<file path="config.mk">
export PLATFORM = sky130hd
export DESIGN_NAME = ilrf_top
export DESIGN_NICKNAME = d
export VERILOG_FILES = /design/src/ilrf_pkg.sv /design/src/ilrf_top.sv /design/src/ilrf_rcv_cfg.sv
export VERILOG_INCLUDE_DIRS = /design/src
export SDC_FILE = /design/constraint.sdc
export NUM_CORES = 1
export LEC_CHECK = 0
export ABC_AREA = 1
export BUFFER_PORTS_ARGS = -buffer_cell sky130_fd_sc_hd__buf_2
export CAP_MARGIN = 25
export CORE_ASPECT_RATIO = 0.9
export CORE_MARGIN = 8
export CORE_UTILIZATION = 57
export CTS_BUF_LIST = sky130_fd_sc_hd__clkbuf_4
export CTS_CLUSTER_SIZE = 16
export DETAILED_ROUTE_END_ITERATION = 8
export GPL_TIMING_DRIVEN = 0
export PLACE_DENSITY = 0.93
export SYNTH_ARGS = -nofsm -noshare
export SYNTH_HDL_FRONTEND = slang
export SYNTH_SLANG_ARGS = --single-unit
export TNS_END_PERCENT = 20
</file>
<file path="constraint.sdc">
create_clock -name REF_CLK -period 2.7 [get_ports REF_CLK]
set_input_delay 0.54 -clock REF_CLK [delete_from_list [all_inputs] [get_ports REF_CLK]]
set_output_delay 0.54 -clock REF_CLK [all_outputs]
set_load 0.01 [all_outputs]
</file>
<file path="src/ilrf_cfg.svh">
// ilrf_cfg.svh: offsets, field positions, reset values and widths of the input loop
// feedback and reference configuration block.
// assumes: included by bare name from the package and the design modules.
`ifndef ILRF_CFG_SVH
`define ILRF_CFG_SVH

`define ILRF_ADDR_W 10
`define ILRF_ADDR_RCV_FB 10'h01B
`define ILRF_ADDR_MISC 10'h01C
`define ILRF_ADDR_RCV_CTL 10'h01A
`define ILRF_ADDR_RDIV_A_LO 10'h010
`define ILRF_ADDR_RDIV_A_HI 10'h011
`define ILRF_ADDR_RDIV_B_LO 10'h012
`define ILRF_ADDR_RDIV_B_HI 10'h013

`define ILRF_RST_RCV_FB 8'h00
`define ILRF_RST_MISC 8'h00
`define ILRF_RST_RCV_CTL 8'h00
`define ILRF_RST_RDIV 8'h00

// receiver/feedback register fields
`define ILRF_B_ZD_MODE 5
`define ILRF_B_FB_OSC 4
`define ILRF_B_ZD_SE_SEL 3
`define ILRF_B_ZD_DIFF 2
`define ILRF_B_REF_B_SE_SEL 1
`define ILRF_B_REF_A_SE_SEL 0
`define ILRF_RCV_FB_WMASK 8'h3F

// misc control fields
`define ILRF_B_REF_B_INDEP 7
`define ILRF_B_VCTRL_MID 6
`define ILRF_F_REFSEL_HI 4
`define ILRF_F_REFSEL_LO 2
`define ILRF_MISC_WMASK 8'hDC

// neighbouring receiver control fields
`define ILRF_B_REF_B_DIFF 6
`define ILRF_B_REF_A_DIFF 5

`endif

</file>
<file path="src/ilrf_pkg.sv">
// ilrf_pkg.sv: types shared by the input loop configuration block.
// assumes: ilrf_cfg.svh is on the include path.
`include "ilrf_cfg.svh"

package ilrf_pkg;

	// feedback path chosen for the input loop
	typedef enum logic [1:0] {
		ILRF_FB_OSC = 2'b00,
		ILRF_FB_ZD_EXT = 2'b01,
		ILRF_FB_ZD_INT = 2'b10
	} ilrf_fb_t;

	// reference selection behaviour
	typedef enum logic [2:0] {
		ILRF_SEL_NONREVERT_B = 3'b000,
		ILRF_SEL_REVERT_A = 3'b001,
		ILRF_SEL_FORCE_A = 3'b010,
		ILRF_SEL_FORCE_B = 3'b011,
		ILRF_SEL_PIN_A = 3'b100,
		ILRF_SEL_PIN_B = 3'b101
	} ilrf_refmode_t;

	// one receiver setting
	typedef struct packed {
		logic enable;
		logic differential;
		logic pin_select;
	} ilrf_rcv_t;

	// register write strobe
	typedef struct packed {
		logic we;
		logic [`ILRF_ADDR_W-1:0] addr;
		logic [7:0] wdata;
	} ilrf_wr_t;

endpackage : ilrf_pkg

</file>
<file path="src/ilrf_top.sv">
// ilrf_top.sv: input loop feedback, receiver mode and reference selection configuration.
// assumes: register writes arrive as a one-cycle strobe from the serial control port
// logic on REF_CLK; the reference select pin and clock fail flag are asynchronous.
//
// What this block does
// - zero delay mode applies only with feedback bit 0
// - internal zero delay: receiver off, channel 0 path
// - external zero delay: receiver on, external feedback
// - feedback bit 1 uses oscillator input receiver
// - zero delay receiver differential or single-ended
// - zero delay pin select only when single-ended
// - reference B pin select only when single-ended
// - reference A pin select only when single-ended
// - reference B divider own or reference A's
// - clock fail: control voltage forced mid-supply or tracks pump
// - three-bit selection mode field, reset 000
// - top bit 0: decode lower two bits
// - top bit 1: external pin chooses reference
`timescale 1ns/1ps
`default_nettype none
`include "ilrf_cfg.svh"

module ilrf_top (
	input wire logic REF_CLK,
	input wire logic RST,
	input wire logic REG_WE,
	input wire logic [`ILRF_ADDR_W-1:0] REG_ADDR,
	input wire logic [7:0] REG_WDATA,
	output logic [7:0] REG_RDATA,
	input wire logic REF_SEL_PIN,
	input wire logic CLOCK_FAIL,
	output ilrf_pkg::ilrf_fb_t FEEDBACK_SOURCE,
	output ilrf_pkg::ilrf_rcv_t ZERO_DELAY_RCV,
	output ilrf_pkg::ilrf_rcv_t REFERENCE_A_RCV,
	output ilrf_pkg::ilrf_rcv_t REFERENCE_B_RCV,
	output logic OSCILLATOR_INPUT_FB_EN,
	output logic [9:0] REFERENCE_B_RDIV,
	output logic VCTRL_FORCE_MID,
	output logic VCTRL_TRACK_PUMP,
	output ilrf_pkg::ilrf_refmode_t REF_MODE,
	output logic REF_USE_B
);

	logic [7:0] rcv_fb_r;
	logic [7:0] misc_r;
	logic [7:0] rcv_ctl_r;
	logic [7:0] rdiv_a_lo_r;
	logic [7:0] rdiv_a_hi_r;
	logic [7:0] rdiv_b_lo_r;
	logic [7:0] rdiv_b_hi_r;
	logic sel_meta_r;
	logic sel_sync_r;
	logic fail_meta_r;
	logic fail_sync_r;
	logic zd_active;
	logic zd_internal;
	ilrf_pkg::ilrf_refmode_t mode_nxt;

	// register writes; reserved bits are masked to read zero, except in the receiver control register, which is stored whole
	always_ff @(posedge REF_CLK or posedge RST) begin
		if (RST) begin
			rcv_fb_r <= `ILRF_RST_RCV_FB;
			misc_r <= `ILRF_RST_MISC;
			rcv_ctl_r <= `ILRF_RST_RCV_CTL;
			rdiv_a_lo_r <= `ILRF_RST_RDIV;
			rdiv_a_hi_r <= `ILRF_RST_RDIV;
			rdiv_b_lo_r <= `ILRF_RST_RDIV;
			rdiv_b_hi_r <= `ILRF_RST_RDIV;
		end else if (REG_WE) begin
			if (REG_ADDR == `ILRF_ADDR_RCV_FB) begin
				rcv_fb_r <= REG_WDATA & `ILRF_RCV_FB_WMASK;
			end else if (REG_ADDR == `ILRF_ADDR_MISC) begin
				misc_r <= REG_WDATA & `ILRF_MISC_WMASK;
			end else if (REG_ADDR == `ILRF_ADDR_RCV_CTL) begin
				rcv_ctl_r <= REG_WDATA;
			end else if (REG_ADDR == `ILRF_ADDR_RDIV_A_LO) begin
				rdiv_a_lo_r <= REG_WDATA;
			end else if (REG_ADDR == `ILRF_ADDR_RDIV_A_HI) begin
				rdiv_a_hi_r <= {6'h00, REG_WDATA[1:0]};
			end else if (REG_ADDR == `ILRF_ADDR_RDIV_B_LO) begin
				rdiv_b_lo_r <= REG_WDATA;
			end else if (REG_ADDR == `ILRF_ADDR_RDIV_B_HI) begin
				rdiv_b_hi_r <= {6'h00, REG_WDATA[1:0]};
			end
		end
	end

	// read mux; unmapped addresses return zero
	always_comb begin
		if (REG_ADDR == `ILRF_ADDR_RCV_FB) begin
			REG_RDATA = rcv_fb_r;
		end else if (REG_ADDR == `ILRF_ADDR_MISC) begin
			REG_RDATA = misc_r;
		end else if (REG_ADDR == `ILRF_ADDR_RCV_CTL) begin
			REG_RDATA = rcv_ctl_r;
		end else if (REG_ADDR == `ILRF_ADDR_RDIV_A_LO) begin
			REG_RDATA = rdiv_a_lo_r;
		end else if (REG_ADDR == `ILRF_ADDR_RDIV_A_HI) begin
			REG_RDATA = rdiv_a_hi_r;
		end else if (REG_ADDR == `ILRF_ADDR_RDIV_B_LO) begin
			REG_RDATA = rdiv_b_lo_r;
		end else if (REG_ADDR == `ILRF_ADDR_RDIV_B_HI) begin
			REG_RDATA = rdiv_b_hi_r;
		end else begin
			REG_RDATA = 8'h00;
		end
	end

	// two-flop synchronisers for the asynchronous pin and fail flag
	always_ff @(posedge REF_CLK or posedge RST) begin
		if (RST) begin
			sel_meta_r <= 1'b0;
			sel_sync_r <= 1'b0;
			fail_meta_r <= 1'b0;
			fail_sync_r <= 1'b0;
		end else begin
			sel_meta_r <= REF_SEL_PIN;
			sel_sync_r <= sel_meta_r;
			fail_meta_r <= CLOCK_FAIL;
			fail_sync_r <= fail_meta_r;
		end
	end

	// zero delay mode bit is only meaningful while feedback bit is 0
	assign zd_active = ~rcv_fb_r[`ILRF_B_FB_OSC];
	assign zd_internal = zd_active & rcv_fb_r[`ILRF_B_ZD_MODE];

	// feedback source selection
	always_ff @(posedge REF_CLK or posedge RST) begin
		if (RST) begin
			FEEDBACK_SOURCE <= ilrf_pkg::ILRF_FB_ZD_EXT;
			OSCILLATOR_INPUT_FB_EN <= 1'b0;
		end else begin
			OSCILLATOR_INPUT_FB_EN <= ~zd_active;
			if (!zd_active) begin
				FEEDBACK_SOURCE <= ilrf_pkg::ILRF_FB_OSC;
			end else if (zd_internal) begin
				FEEDBACK_SOURCE <= ilrf_pkg::ILRF_FB_ZD_INT;
			end else begin
				FEEDBACK_SOURCE <= ilrf_pkg::ILRF_FB_ZD_EXT;
			end
		end
	end

	// zero delay receiver: on only for external zero delay feedback
	ilrf_rcv_cfg u_zd_rcv (
		.clk(REF_CLK),
		.rst(RST),
		.en(zd_active & ~zd_internal),
		.diff(rcv_fb_r[`ILRF_B_ZD_DIFF]),
		.se_sel(rcv_fb_r[`ILRF_B_ZD_SE_SEL]),
		.cfg(ZERO_DELAY_RCV)
	);

	// reference A receiver; differential bit from the receiver control register, pin select from the feedback register
	ilrf_rcv_cfg u_ref_a_rcv (
		.clk(REF_CLK),
		.rst(RST),
		.en(1'b1),
		.diff(rcv_ctl_r[`ILRF_B_REF_A_DIFF]),
		.se_sel(rcv_fb_r[`ILRF_B_REF_A_SE_SEL]),
		.cfg(REFERENCE_A_RCV)
	);

	// reference B receiver
	ilrf_rcv_cfg u_ref_b_rcv (
		.clk(REF_CLK),
		.rst(RST),
		.en(1'b1),
		.diff(rcv_ctl_r[`ILRF_B_REF_B_DIFF]),
		.se_sel(rcv_fb_r[`ILRF_B_REF_B_SE_SEL]),
		.cfg(REFERENCE_B_RCV)
	);

	// reference B divider; sharing A's ratio is only safe at equal frequencies
	always_ff @(posedge REF_CLK or posedge RST) begin
		if (RST) begin
			REFERENCE_B_RDIV <= 10'h000;
		end else if (misc_r[`ILRF_B_REF_B_INDEP]) begin
			REFERENCE_B_RDIV <= {rdiv_b_hi_r[1:0], rdiv_b_lo_r};
		end else begin
			REFERENCE_B_RDIV <= {rdiv_a_hi_r[1:0], rdiv_a_lo_r};
		end
	end

	// control voltage behaviour on clock failure
	always_ff @(posedge REF_CLK or posedge RST) begin
		if (RST) begin
			VCTRL_FORCE_MID <= 1'b0;
			VCTRL_TRACK_PUMP <= 1'b0;
		end else begin
			VCTRL_FORCE_MID <= fail_sync_r & misc_r[`ILRF_B_VCTRL_MID];
			VCTRL_TRACK_PUMP <= fail_sync_r & ~misc_r[`ILRF_B_VCTRL_MID];
		end
	end

	// reference selection mode decode
	always_comb begin
		if (misc_r[`ILRF_F_REFSEL_HI]) begin
			mode_nxt = sel_sync_r ? ilrf_pkg::ILRF_SEL_PIN_B : ilrf_pkg::ILRF_SEL_PIN_A;
		end else begin
			case (misc_r[`ILRF_F_REFSEL_HI-1:`ILRF_F_REFSEL_LO])
				2'b00: mode_nxt = ilrf_pkg::ILRF_SEL_NONREVERT_B;
				2'b01: mode_nxt = ilrf_pkg::ILRF_SEL_REVERT_A;
				2'b10: mode_nxt = ilrf_pkg::ILRF_SEL_FORCE_A;
				default: mode_nxt = ilrf_pkg::ILRF_SEL_FORCE_B;
			endcase
		end
	end

	// registered mode and preferred reference
	always_ff @(posedge REF_CLK or posedge RST) begin
		if (RST) begin
			REF_MODE <= ilrf_pkg::ILRF_SEL_NONREVERT_B;
			REF_USE_B <= 1'b1;
		end else begin
			REF_MODE <= mode_nxt;
			REF_USE_B <= (mode_nxt == ilrf_pkg::ILRF_SEL_NONREVERT_B) ||
				(mode_nxt == ilrf_pkg::ILRF_SEL_FORCE_B) ||
				(mode_nxt == ilrf_pkg::ILRF_SEL_PIN_B);
		end
	end

endmodule : ilrf_top
`default_nettype wire

</file>
<file path="src/ilrf_rcv_cfg.sv">
// ilrf_rcv_cfg.sv: one input receiver's mode decode.
// assumes: driven from registered control bits on the same clock.
`timescale 1ns/1ps
`default_nettype none
`include "ilrf_cfg.svh"

module ilrf_rcv_cfg (
	input wire logic clk,
	input wire logic rst,
	input wire logic en,
	input wire logic diff,
	input wire logic se_sel,
	output var ilrf_pkg::ilrf_rcv_t cfg
);

	// pin select matters only single-ended; registered so the output comes from a flop
	always_ff @(posedge clk or posedge rst) begin
		if (rst) begin
			cfg <= '0;
		end else begin
			cfg.enable <= en;
			cfg.differential <= en & diff;
			cfg.pin_select <= en & ~diff & se_sel;
		end
	end

endmodule : ilrf_rcv_cfg
`default_nettype wire

</file>
==> flow_summary.toml, run 1 <==
[synth]
synthArstFlopShare_pct = 100
synth-edff-count = 0
syn-mean-instance-area_um2 = 8.99
syn_nets = 376
yosysUniqueCellTypes = 35
synth_seq_cells = 70
yosys_warnings = 0
synth.yosys.seq_area_share_pct = 55.3
syn_inst = 353
synth_ff_type = "dfrtp_1"
synth_area_mm2 = 0.00317

[clock_tree]
insertion_delay_ns = 0.41
cts_tree = "yes"
postCtsSetupRepairBufs = 0
cts_root_buf = "clkbuf_4"
cts_buffer_depth = 2
cts_buffers = 9
cts.sinks = 70
hold_buffers = 0
htreeDepth = 3
cts_resized = 0
cts.clk_slew.worst_paths_ns = 0.11

[route]
wire_per_inst_um = 14.8
vias = 2670
totalWireLength_um = 7340
antenna_left = 0
remaining_drc_errors = 0
drt-initial-drc-count = 221
vias_per_cell = 5.40
dr.pass1.iters = 4

[global_routing]
overflow = 0
antenna_found_initial = 0
grt_max_degree = 71
grt_pass1_vias = 2552
grt.total_usage_pct = 19.0
grt_pass1_wl_um = 12000

[sta]
finalSetupViolCount = 0
final-max-slew-violation-count = 0
fmax_mhz = 400
tns_ns = 0
fin_skew_ns = 0.00818
post-route-min-period_ns = 2.50
hold_viol_final = 0
slew_headroom_pct = 45.7
grt_setup_unrepaired = "no"
worst_pin_slew_ns = 0.815
fin_crit_sh_pct = 92.7

[layout]
drive_gt1_share_pct = 26.9
layout_common_cells = "nand2_1, dfrtp_1, buf_2, inv_1, o21ai_1"
final_common_cell = "nand2_1"
nets = 445
area_growth_pct = 16.8
antenna_cells = 0

[min_path]
hp-class = "primary input to flop"
hold_path_startpoint = "CLOCK_FAIL"

[die]
dieWidth_um = 94.7
coreArea_mm2 = 0.00532
die_y_um = 86.8
rows = 25
dieArea_mm2 = 0.00822
floorplan.initialDensity_pct = 59.7
ios = 59

[placement]
hpwl_um = 5260
routabilityCongestion = 0.920
portBuffers = 58

[critical_path]
path_max_fanout = 10
crit_path_start = "REG_ADDR[6]"
path_class = "primary input to output pin"
timing.rr.start = "misc_r[7]"
cp_data_required_time_ns = 2.16
critPathArrivalTime_ns = 1.96
start_kind = "primary input"
endpoint_kind = "output pin"

[run_status]
outcome = "finished clean"

[power_and_ir_drop]
cellLeakagePower_nw = 2.02
ir_drop_uv = 402
p_total_mw = 1.94
p_per_area_mw_per_mm2 = 524

[run]
cap_violations = 0
==> cell usage after synthesis (4+ instances only) <==
library cell  count  share of area [%]
nor2_4            4                1.4
inv_1            49                5.8
a21oi_1           4               0.63
nor2_1           21                2.5
o22ai_1           4               0.79
nor3_1            6               0.95
nand3_1          14                2.2
inv_2             4               0.47
nor2_2            4               0.79
nand2_2           7                1.4
o21ai_1          29                4.6
dfrtp_1          68                 54
o21ai_0          19                3.0
nand2_1          86                 10
==> where the power goes <==
group / leakage, nW / total, mW / internal, mW / switching [mW]
Sequential: 0.909 / 1.08 / 1.07 / 0.0110
Clock: 0.0883 / 0.738 / 0.391 / 0.347
Combinational: 1.03 / 0.123 / 0.0375 / 0.0857
==> area by class of cell <==
cell class,instances,area [µm²]
Clock inverter,5,73.8
Multi-Input combinational cell,220,1150
Tap cell,67,83.8
Fill cell,414,1610
Buffer,8,58.8
Timing Repair Buffer,58,290
Sequential cell,70,1750
Clock buffer,11,82.6
Inverter,55,211
==> cell families (layout without fill, tap and decap cells) <==
| family | after synthesis | in the layout | synth area share, % |
|---|---|---|---|
| compound gates | 64 | 64 | 11.0 |
| buf+inv | 63 | 137 | 8.43 |
| flops | 70 | 70 | 55.3 |
| other cells | 1 | 1 | 0.118 |
| simple gates | 155 | 155 | 25.2 |
==> final timing paths <==
check	end	slack, ns	cells past startpoint
worst max-delay path	REG_RDATA[4]	0.20	9
worst min-delay path	fail_meta_r	0.22	1
worst max register to register	REFERENCE_B_RDIV[4]	1.57	3
worst min register to register	sel_sync_r	0.36	0
max in group asynchronous	REFERENCE_B_RDIV[3]	1.89	2
min in group asynchronous	u_ref_a_rcv.cfg[1]	0.28	2
==> through the flow <==
step | setup slack (ns) | cell area, µm² | hold WS (ns) | cells | util [%]
3_3_place_gp | -0.347 | 3550 | 0.332 | 478 | 66.7
6_report | 0.198 | 3710 | 0.223 | 494 | 69.7
5_1_grt | 0.0819 | 3710 | 0.175 | 494 | 69.7
3_5_place_dp | 0.238 | 3550 | 0.337 | 478 | 66.8
2_1_floorplan | 0.395 | 3170 | 0.331 | 353 | -
4_1_cts | 0.223 | 3710 | 0.198 | 494 | 69.7
==> critical path: stages <==
cell and delay, ns:
buf_2 0.11, nor2_4 0.22, nand3_4 0.19, nor2_8 0.19, inv_2 0.09, buf_2 0.19, o22ai_1 0.21, nand2_1 0.07
buf_2 0.14
==> per-layer routing <==
metal	global-route usage [%]	vias to the layer above	share of wire, %
li1	-	1249	-
met4	8.07	0	2.0
met3	7.17	18	10
met2	29.7	123	48
met5	0	-	0
met1	23.0	1280	40
==> registers in the layout, summed over array words and instances, names as in the netlist, 2 cells and up <==
| signal | flops |
|---|---|
| REFERENCE_B_RDIV | 10 |
| rcv_ctl_r | 8 |
| rdiv_a_lo_r | 8 |
| rdiv_b_lo_r | 8 |
| rcv_fb_r | 6 |
| misc_r | 5 |
| REF_MODE | 3 |
| u_ref_b_rcv.cfg | 3 |
| u_zd_rcv.cfg | 3 |
| FEEDBACK_SOURCE | 2 |
| rdiv_a_hi_r | 2 |
| rdiv_b_hi_r | 2 |
| u_ref_a_rcv.cfg | 2 |
(Power assumes the default switching activity.)
==> inputs of run 2 (changes only) <==
BUFFER_PORTS_ARGS = default   (was -buffer_cell sky130_fd_sc_hd__buf_2)
CORE_UTILIZATION = 70   (was 57)
DONT_BUFFER_PORTS = 1   (was default)
PLACE_DENSITY = 0.95   (was 0.93)
clock period = 3.2 ns   (was 2.7 ns; I/O delays follow)
==> run 2 against run 1 <==
- clock power fell by 20%
- combinational power is 43% lower
- clock skew about the same
- worst setup slack gained 0.44 ns
- sequential share of layout area grew 4.0 points
- non-clock buffer count shrank 57
- final cell count down 13%
- first-iteration DRC count grew 16%
- sequential power down 15%
- via count shrank 7.1%
- design area shrank 7.8%
- critical endpoint is now REG_RDATA[3]
- largest cell class unchanged
- largest power group unchanged
==> flow_summary.toml, run 2 (synthesis results as in run 1) <==
[global_routing]
grt_use_met3_pct = 10.2
grt_max_degree = 40
gr-usage-met1_pct = 24.6
overflow = 0
grt.total_usage_pct = 22.0
grt-busiest-layer = "met2"
grt_pass1_vias = 2430
antenna_found_initial = 0
grtUsageMet2_pct = 35.0
grt_pass1_wl_um = 11600

[clock_tree]
htreeDepth = 3
cts_buffers = 9
hold_buffers = 0
cts.clk_slew.worst_paths_ns = 0.13
cts_resized = 0
cts_root_buf = "clkbuf_4"
postCtsSetupRepairBufs = 0
cts_tree = "yes"
insertion_delay_ns = 0.43
cts_buffer_depth = 2
cts.sinks = 70

[critical_path]
cp_data_required_time_ns = 2.56
r2r_slack_ns = 2.06
r2r_cells = 3
endpoint_kind = "output pin"
path_max_fanout = 10
crit_path_start = "REG_ADDR[4]"
path_class = "primary input to output pin"
critPathArrivalTime_ns = 1.92
crit_end = "REG_RDATA[3]"
timing.rr.start = "misc_r[7]"
start_kind = "primary input"
r2r-end = "REFERENCE_B_RDIV[4]"

[placement]
portBuffers = 0
dpl.cell_count = 416
hpwl_um = 5250
routabilityCongestion = 0.890
placed_area_mm2 = 0.00327

[die]
coreArea_mm2 = 0.00440
rows = 23
dieArea_mm2 = 0.00695
floorplan.initialDensity_pct = 72.1
ios = 59
die_y_um = 79.9
dieWidth_um = 87.0

[route]
vias_per_cell = 5.74
dr.pass1.iters = 7
antenna_left = 0
vias = 2481
remaining_drc_errors = 0
totalWireLength_um = 7130
drt-initial-drc-count = 256
wire_per_inst_um = 16.5

[sta]
slew_headroom_pct = 48.0
tns_ns = 0
worst_pin_slew_ns = 0.778
grt_setup_unrepaired = "no"
final-max-slew-violation-count = 0
finalSetupViolCount = 0
fmax_mhz = 390
post-route-min-period_ns = 2.56
fin_skew_ns = 0.00774
hold_viol_final = 0
fin_crit_sh_pct = 80.1

[power_and_ir_drop]
cellLeakagePower_nw = 1.75
p_per_area_mw_per_mm2 = 462
ir_drop_uv = 393

[run_status]
outcome = "finished clean"

[layout]
final_common_cell = "nand2_1"
nets = 388
drive_gt1_share_pct = 15.9
layout_common_cells = "nand2_1, dfrtp_1, inv_1, o21ai_1, nor2_1"
antenna_cells = 0
fill_cells = 276
fin_area_mm2 = 0.00342
layout.cells.non_filler = 432
regMostFlops = "REFERENCE_B_RDIV"
area_growth_pct = 7.73
largest_register_ffs = 10

[run]
cap_violations = 0

[min_path]
hp-class = "primary input to async pin"
[run 2: cell types whose count changed in the layout (fill, tap and decap cells not counted), sizes merged]
cell and delta:
bufinv -1, clkinvlp +2, inv +3, buf -57
clkbuf -2, clkinv -2
[run 2: final cells by class]
type,count,area (µm²),share of cell area (%)
buffer,8,58.8,1.72
clock buffer,9,67.6,1.98
clock inverter,7,80.1,2.34
inverter,55,209,6.11
multi-input combinational,220,1150,33.7
sequential,70,1750,51.3
tap,62,77.6,2.27
timing repair buffer,1,20.0,0.585
[run 2: routing by layer]
layer	vias up	wire [µm]
met5	-	0
met4	0	176
met3	24	838
met2	146	3440
met1	1168	2670
li1	1143	-
[run 2: through the flow]
stage | hold slack [ns] | power, mW | util [%] | setup slack, ns
finish | 0.214 | 1.58 | 77.7 | 0.636
global route | 0.185 | 1.65 | 77.7 | 0.544
CTS | 0.200 | 1.59 | 77.7 | 0.653
detailed placement | 0.335 | 1.01 | 74.3 | 0.655
global placement | 0.332 | 1.00 | 73.9 | 0.219
floorplan | 0.331 | 0.987 | - | 0.795
[run 2: worst min path at each step]
stage / start / endpoint / slack, ns / cells past startpoint
2_1_floorplan: fail_meta_r / fail_sync_r / 0.33 / 0
3_3_place_gp: sel_meta_r / sel_sync_r / 0.33 / 0
3_5_place_dp: sel_meta_r / sel_sync_r / 0.33 / 0
4_1_cts: REF_SEL_PIN / sel_meta_r / 0.20 / 0
5_1_grt: REF_SEL_PIN / sel_meta_r / 0.19 / 0
6_report: RST / REF_MODE[0] / 0.21 / 1
[run 2: worst max-delay path: stages]
cell,delay (ns)
inv_1,0.04
nor2_4,0.18
nand3_4,0.18
nor2_8,0.18
inv_2,0.09
buf_2,0.19
o21ai_0,0.13
o22ai_1,0.16
nand2_1,0.14
[run 2: power breakdown]
| group | total [mW] | internal, mW | switching [mW] |
|---|---|---|---|
| logic | 0.0703 | 0.0189 | 0.0514 |
| registers | 0.919 | 0.904 | 0.0150 |
| clock network | 0.592 | 0.247 | 0.345 |
| total | 1.58 | 1.17 | 0.412 |
==> inputs of run 3 (changes only) <==
CORE_UTILIZATION = 59   (was 70)
PLACE_DENSITY = 0.89   (was 0.95)
clock period = 2.2 ns   (was 3.2 ns; I/O delays follow)
==> run 3 against run 2 <==
- the run now ends with negative hold slack left
- flip-flop and latch count did not move
- design area rose by 2.0%
- global-route usage fell by 2.8 points
- critical path type unchanged
- worst hold slack got worse by 0.21 ns
- via count fell by 0.32%
- worst setup slack got worse by 0.55 ns
- sequential power rose by 46%
==> flow_summary.toml, run 3 (synthesis results as in run 1) <==
[run_status]
outcome = "complete, but fails checks"
violations = "negative hold slack"

[layout]
regMostFlops = "REFERENCE_B_RDIV"
drive_gt1_share_pct = 16.1
final_common_cell = "nand2_1"
layout_common_cells = "nand2_1, dfrtp_1, inv_1, o21ai_1, nor2_1"
area_growth_pct = 9.93
fin_area_mm2 = 0.00349
fill_cells = 409
largest_register_ffs = 10
nets = 390
antenna_cells = 0

[sta]
fin_skew_ns = 0.0105
tns_ns = 0
post-route-min-period_ns = 2.11
final-max-slew-violation-count = 0
finalSetupViolCount = 0
fmax_mhz = 473
hold_viol_final = 0
fin_ws_ns = 0.0869
fin_hold_ws_ns = -0.000000222
grt_setup_unrepaired = "yes"
worst_pin_slew_ns = 0.790
slew_headroom_pct = 47.2
fin_crit_sh_pct = 96.1

[global_routing]
overflow = 0
grt_pass1_wl_um = 11900
grt.total_usage_pct = 19.3
antenna_found_initial = 0
grt_max_degree = 39
grt_pass1_vias = 2367

[power_and_ir_drop]
p_per_area_mw_per_mm2 = 707
swShare_pct = 22.5
cellLeakagePower_nw = 1.78
p_total_mw = 2.47
p_comb_share_pct = 4.3
ir_drop_uv = 635
seq_power_share_pct = 54.1
internal_power_mw = 1.91
p_sw_mw = 0.555
pwr-share-clk_pct = 41.5

[placement]
hpwl_um = 5230
placed_area_mm2 = 0.00328
routabilityCongestion = 0.903
portBuffers = 0
pre_cts_ws_ns = 0.0651

[route]
totalWireLength_um = 7450
top_layer_used = "met4"
met3_length_um = 886
remaining_drc_errors = 0
wire_per_inst_um = 17.0
antenna_left = 0
met1_length_um = 2890
vias = 2473
dr.pass1.iters = 5
drt-initial-drc-count = 259
vias_per_cell = 5.63
met2WireLength_um = 3490

[critical_path]
r2r_slack_ns = 0.99
slowest_delay_ns = 0.23
path_max_fanout = 10
critPathArrivalTime_ns = 1.67
timing.rr.start = "misc_r[7]"
crit_end = "REG_RDATA[5]"
crit_path_frequent_cell = "nor2_4"
crit_slowest_cell = "o21ai_2"
r2r-end = "REFERENCE_B_RDIV[3]"
crit_path_cell_trace = "inv_1 > nor2_4 > nand3_2 > nor2_4 > nand2_2 > inv_2 > buf_6 > a21oi_1 > o21ai_2"
path_class = "primary input to output pin"
crit_path_start = "REG_ADDR[4]"
start_kind = "primary input"
cp_data_required_time_ns = 1.76
r2r_cells = 3
endpoint_kind = "output pin"

[clock_tree]
insertion_delay_ns = 0.43
cts_buffer_depth = 2
cts.sinks = 70
cts.clk_slew.worst_paths_ns = 0.12
cts_tree = "yes"
cts_buffers = 9
htreeDepth = 3
cts_root_buf = "clkbuf_4"

[min_path]
hp-class = "primary input to async pin"

[die]
coreArea_mm2 = 0.00522
dieWidth_um = 93.3
dieArea_mm2 = 0.00799
die_y_um = 85.6
floorplan.initialDensity_pct = 60.8
ios = 59
rows = 25

[run]
cap_violations = 0
-- run 3: changes by cell type in the layout (fill, tap and decap cells not counted), sizes merged --
cell / before / now
bufinv: 1 / 3
clkinvlp: 2 / 1
dlygate4sd3: 0 / 2
inv: 57 / 53
clkinv: 2 / 5
-- run 3: critical path: cells and delay by family --
family,cells,cell delay (ns)
compound gates,2,0.35
buf+inv,3,0.28
simple gates,4,0.59
-- run 3: final cells by class --
class,count,area (µm²),area share (%)
multi-input combinational,220,1160,33.2
buffer,8,58.8,1.69
clock buffer,9,67.6,1.94
clock inverter,7,113,3.23
timing repair buffer,3,40.0,1.15
sequential,70,1750,50.3
inverter,55,213,6.10
tap,67,83.8,2.40
-- run 3: power groups by stage --
stage | combinational [mW] | sequential, mW | clock [mW]
6_report | 0.107 | 1.34 | 1.03
5_1_grt | 0.120 | 1.34 | 1.09
4_1_cts | 0.105 | 1.34 | 1.03
3_5_place_dp | 0.104 | 1.36 | 0
3_3_place_gp | 0.0957 | 1.36 | 0
2_1_floorplan | 0.0790 | 1.36 | 0
-- run 3: repair_timing --
item | 4_1_cts | 5_1_grt
endpoints found under the setup margin | 0 | 3
setup buffers | 0 | 0
endpoints found under the hold margin | 0 | 2
hold buffers | 0 | 2
gates resized for setup | 0 | 2
-- run 3: how the worst min path moves through the flow --
stage           slack, ns                 end   startpoint
2_1_floorplan        0.33         fail_sync_r  fail_meta_r
3_3_place_gp         0.33          sel_sync_r   sel_meta_r
3_5_place_dp         0.34          sel_sync_r   sel_meta_r
6_report       -0.0000002         rcv_fb_r[4]          RST
4_1_cts             0.006        rcv_ctl_r[5]          RST
5_1_grt              0.05  u_ref_b_rcv.cfg[0]          RST
-- run 3: metrics by stage --
step                      hold slack [ns]  utilization, %  cells
after floorplan                     0.331               -    353
after global placement              0.334            62.4    420
after detailed placement            0.338            62.8    421
after CTS                         0.00562            66.3    437
after global routing               0.0490            66.8    439
final                        -0.000000222            66.8    439
-- run 3: per-layer routing --
layer	vias to the layer above	global-route usage, %
met5	-	0
met4	0	8.48
met3	21	8.38
met2	133	28.4
met1	1177	23.9
li1	1142	-
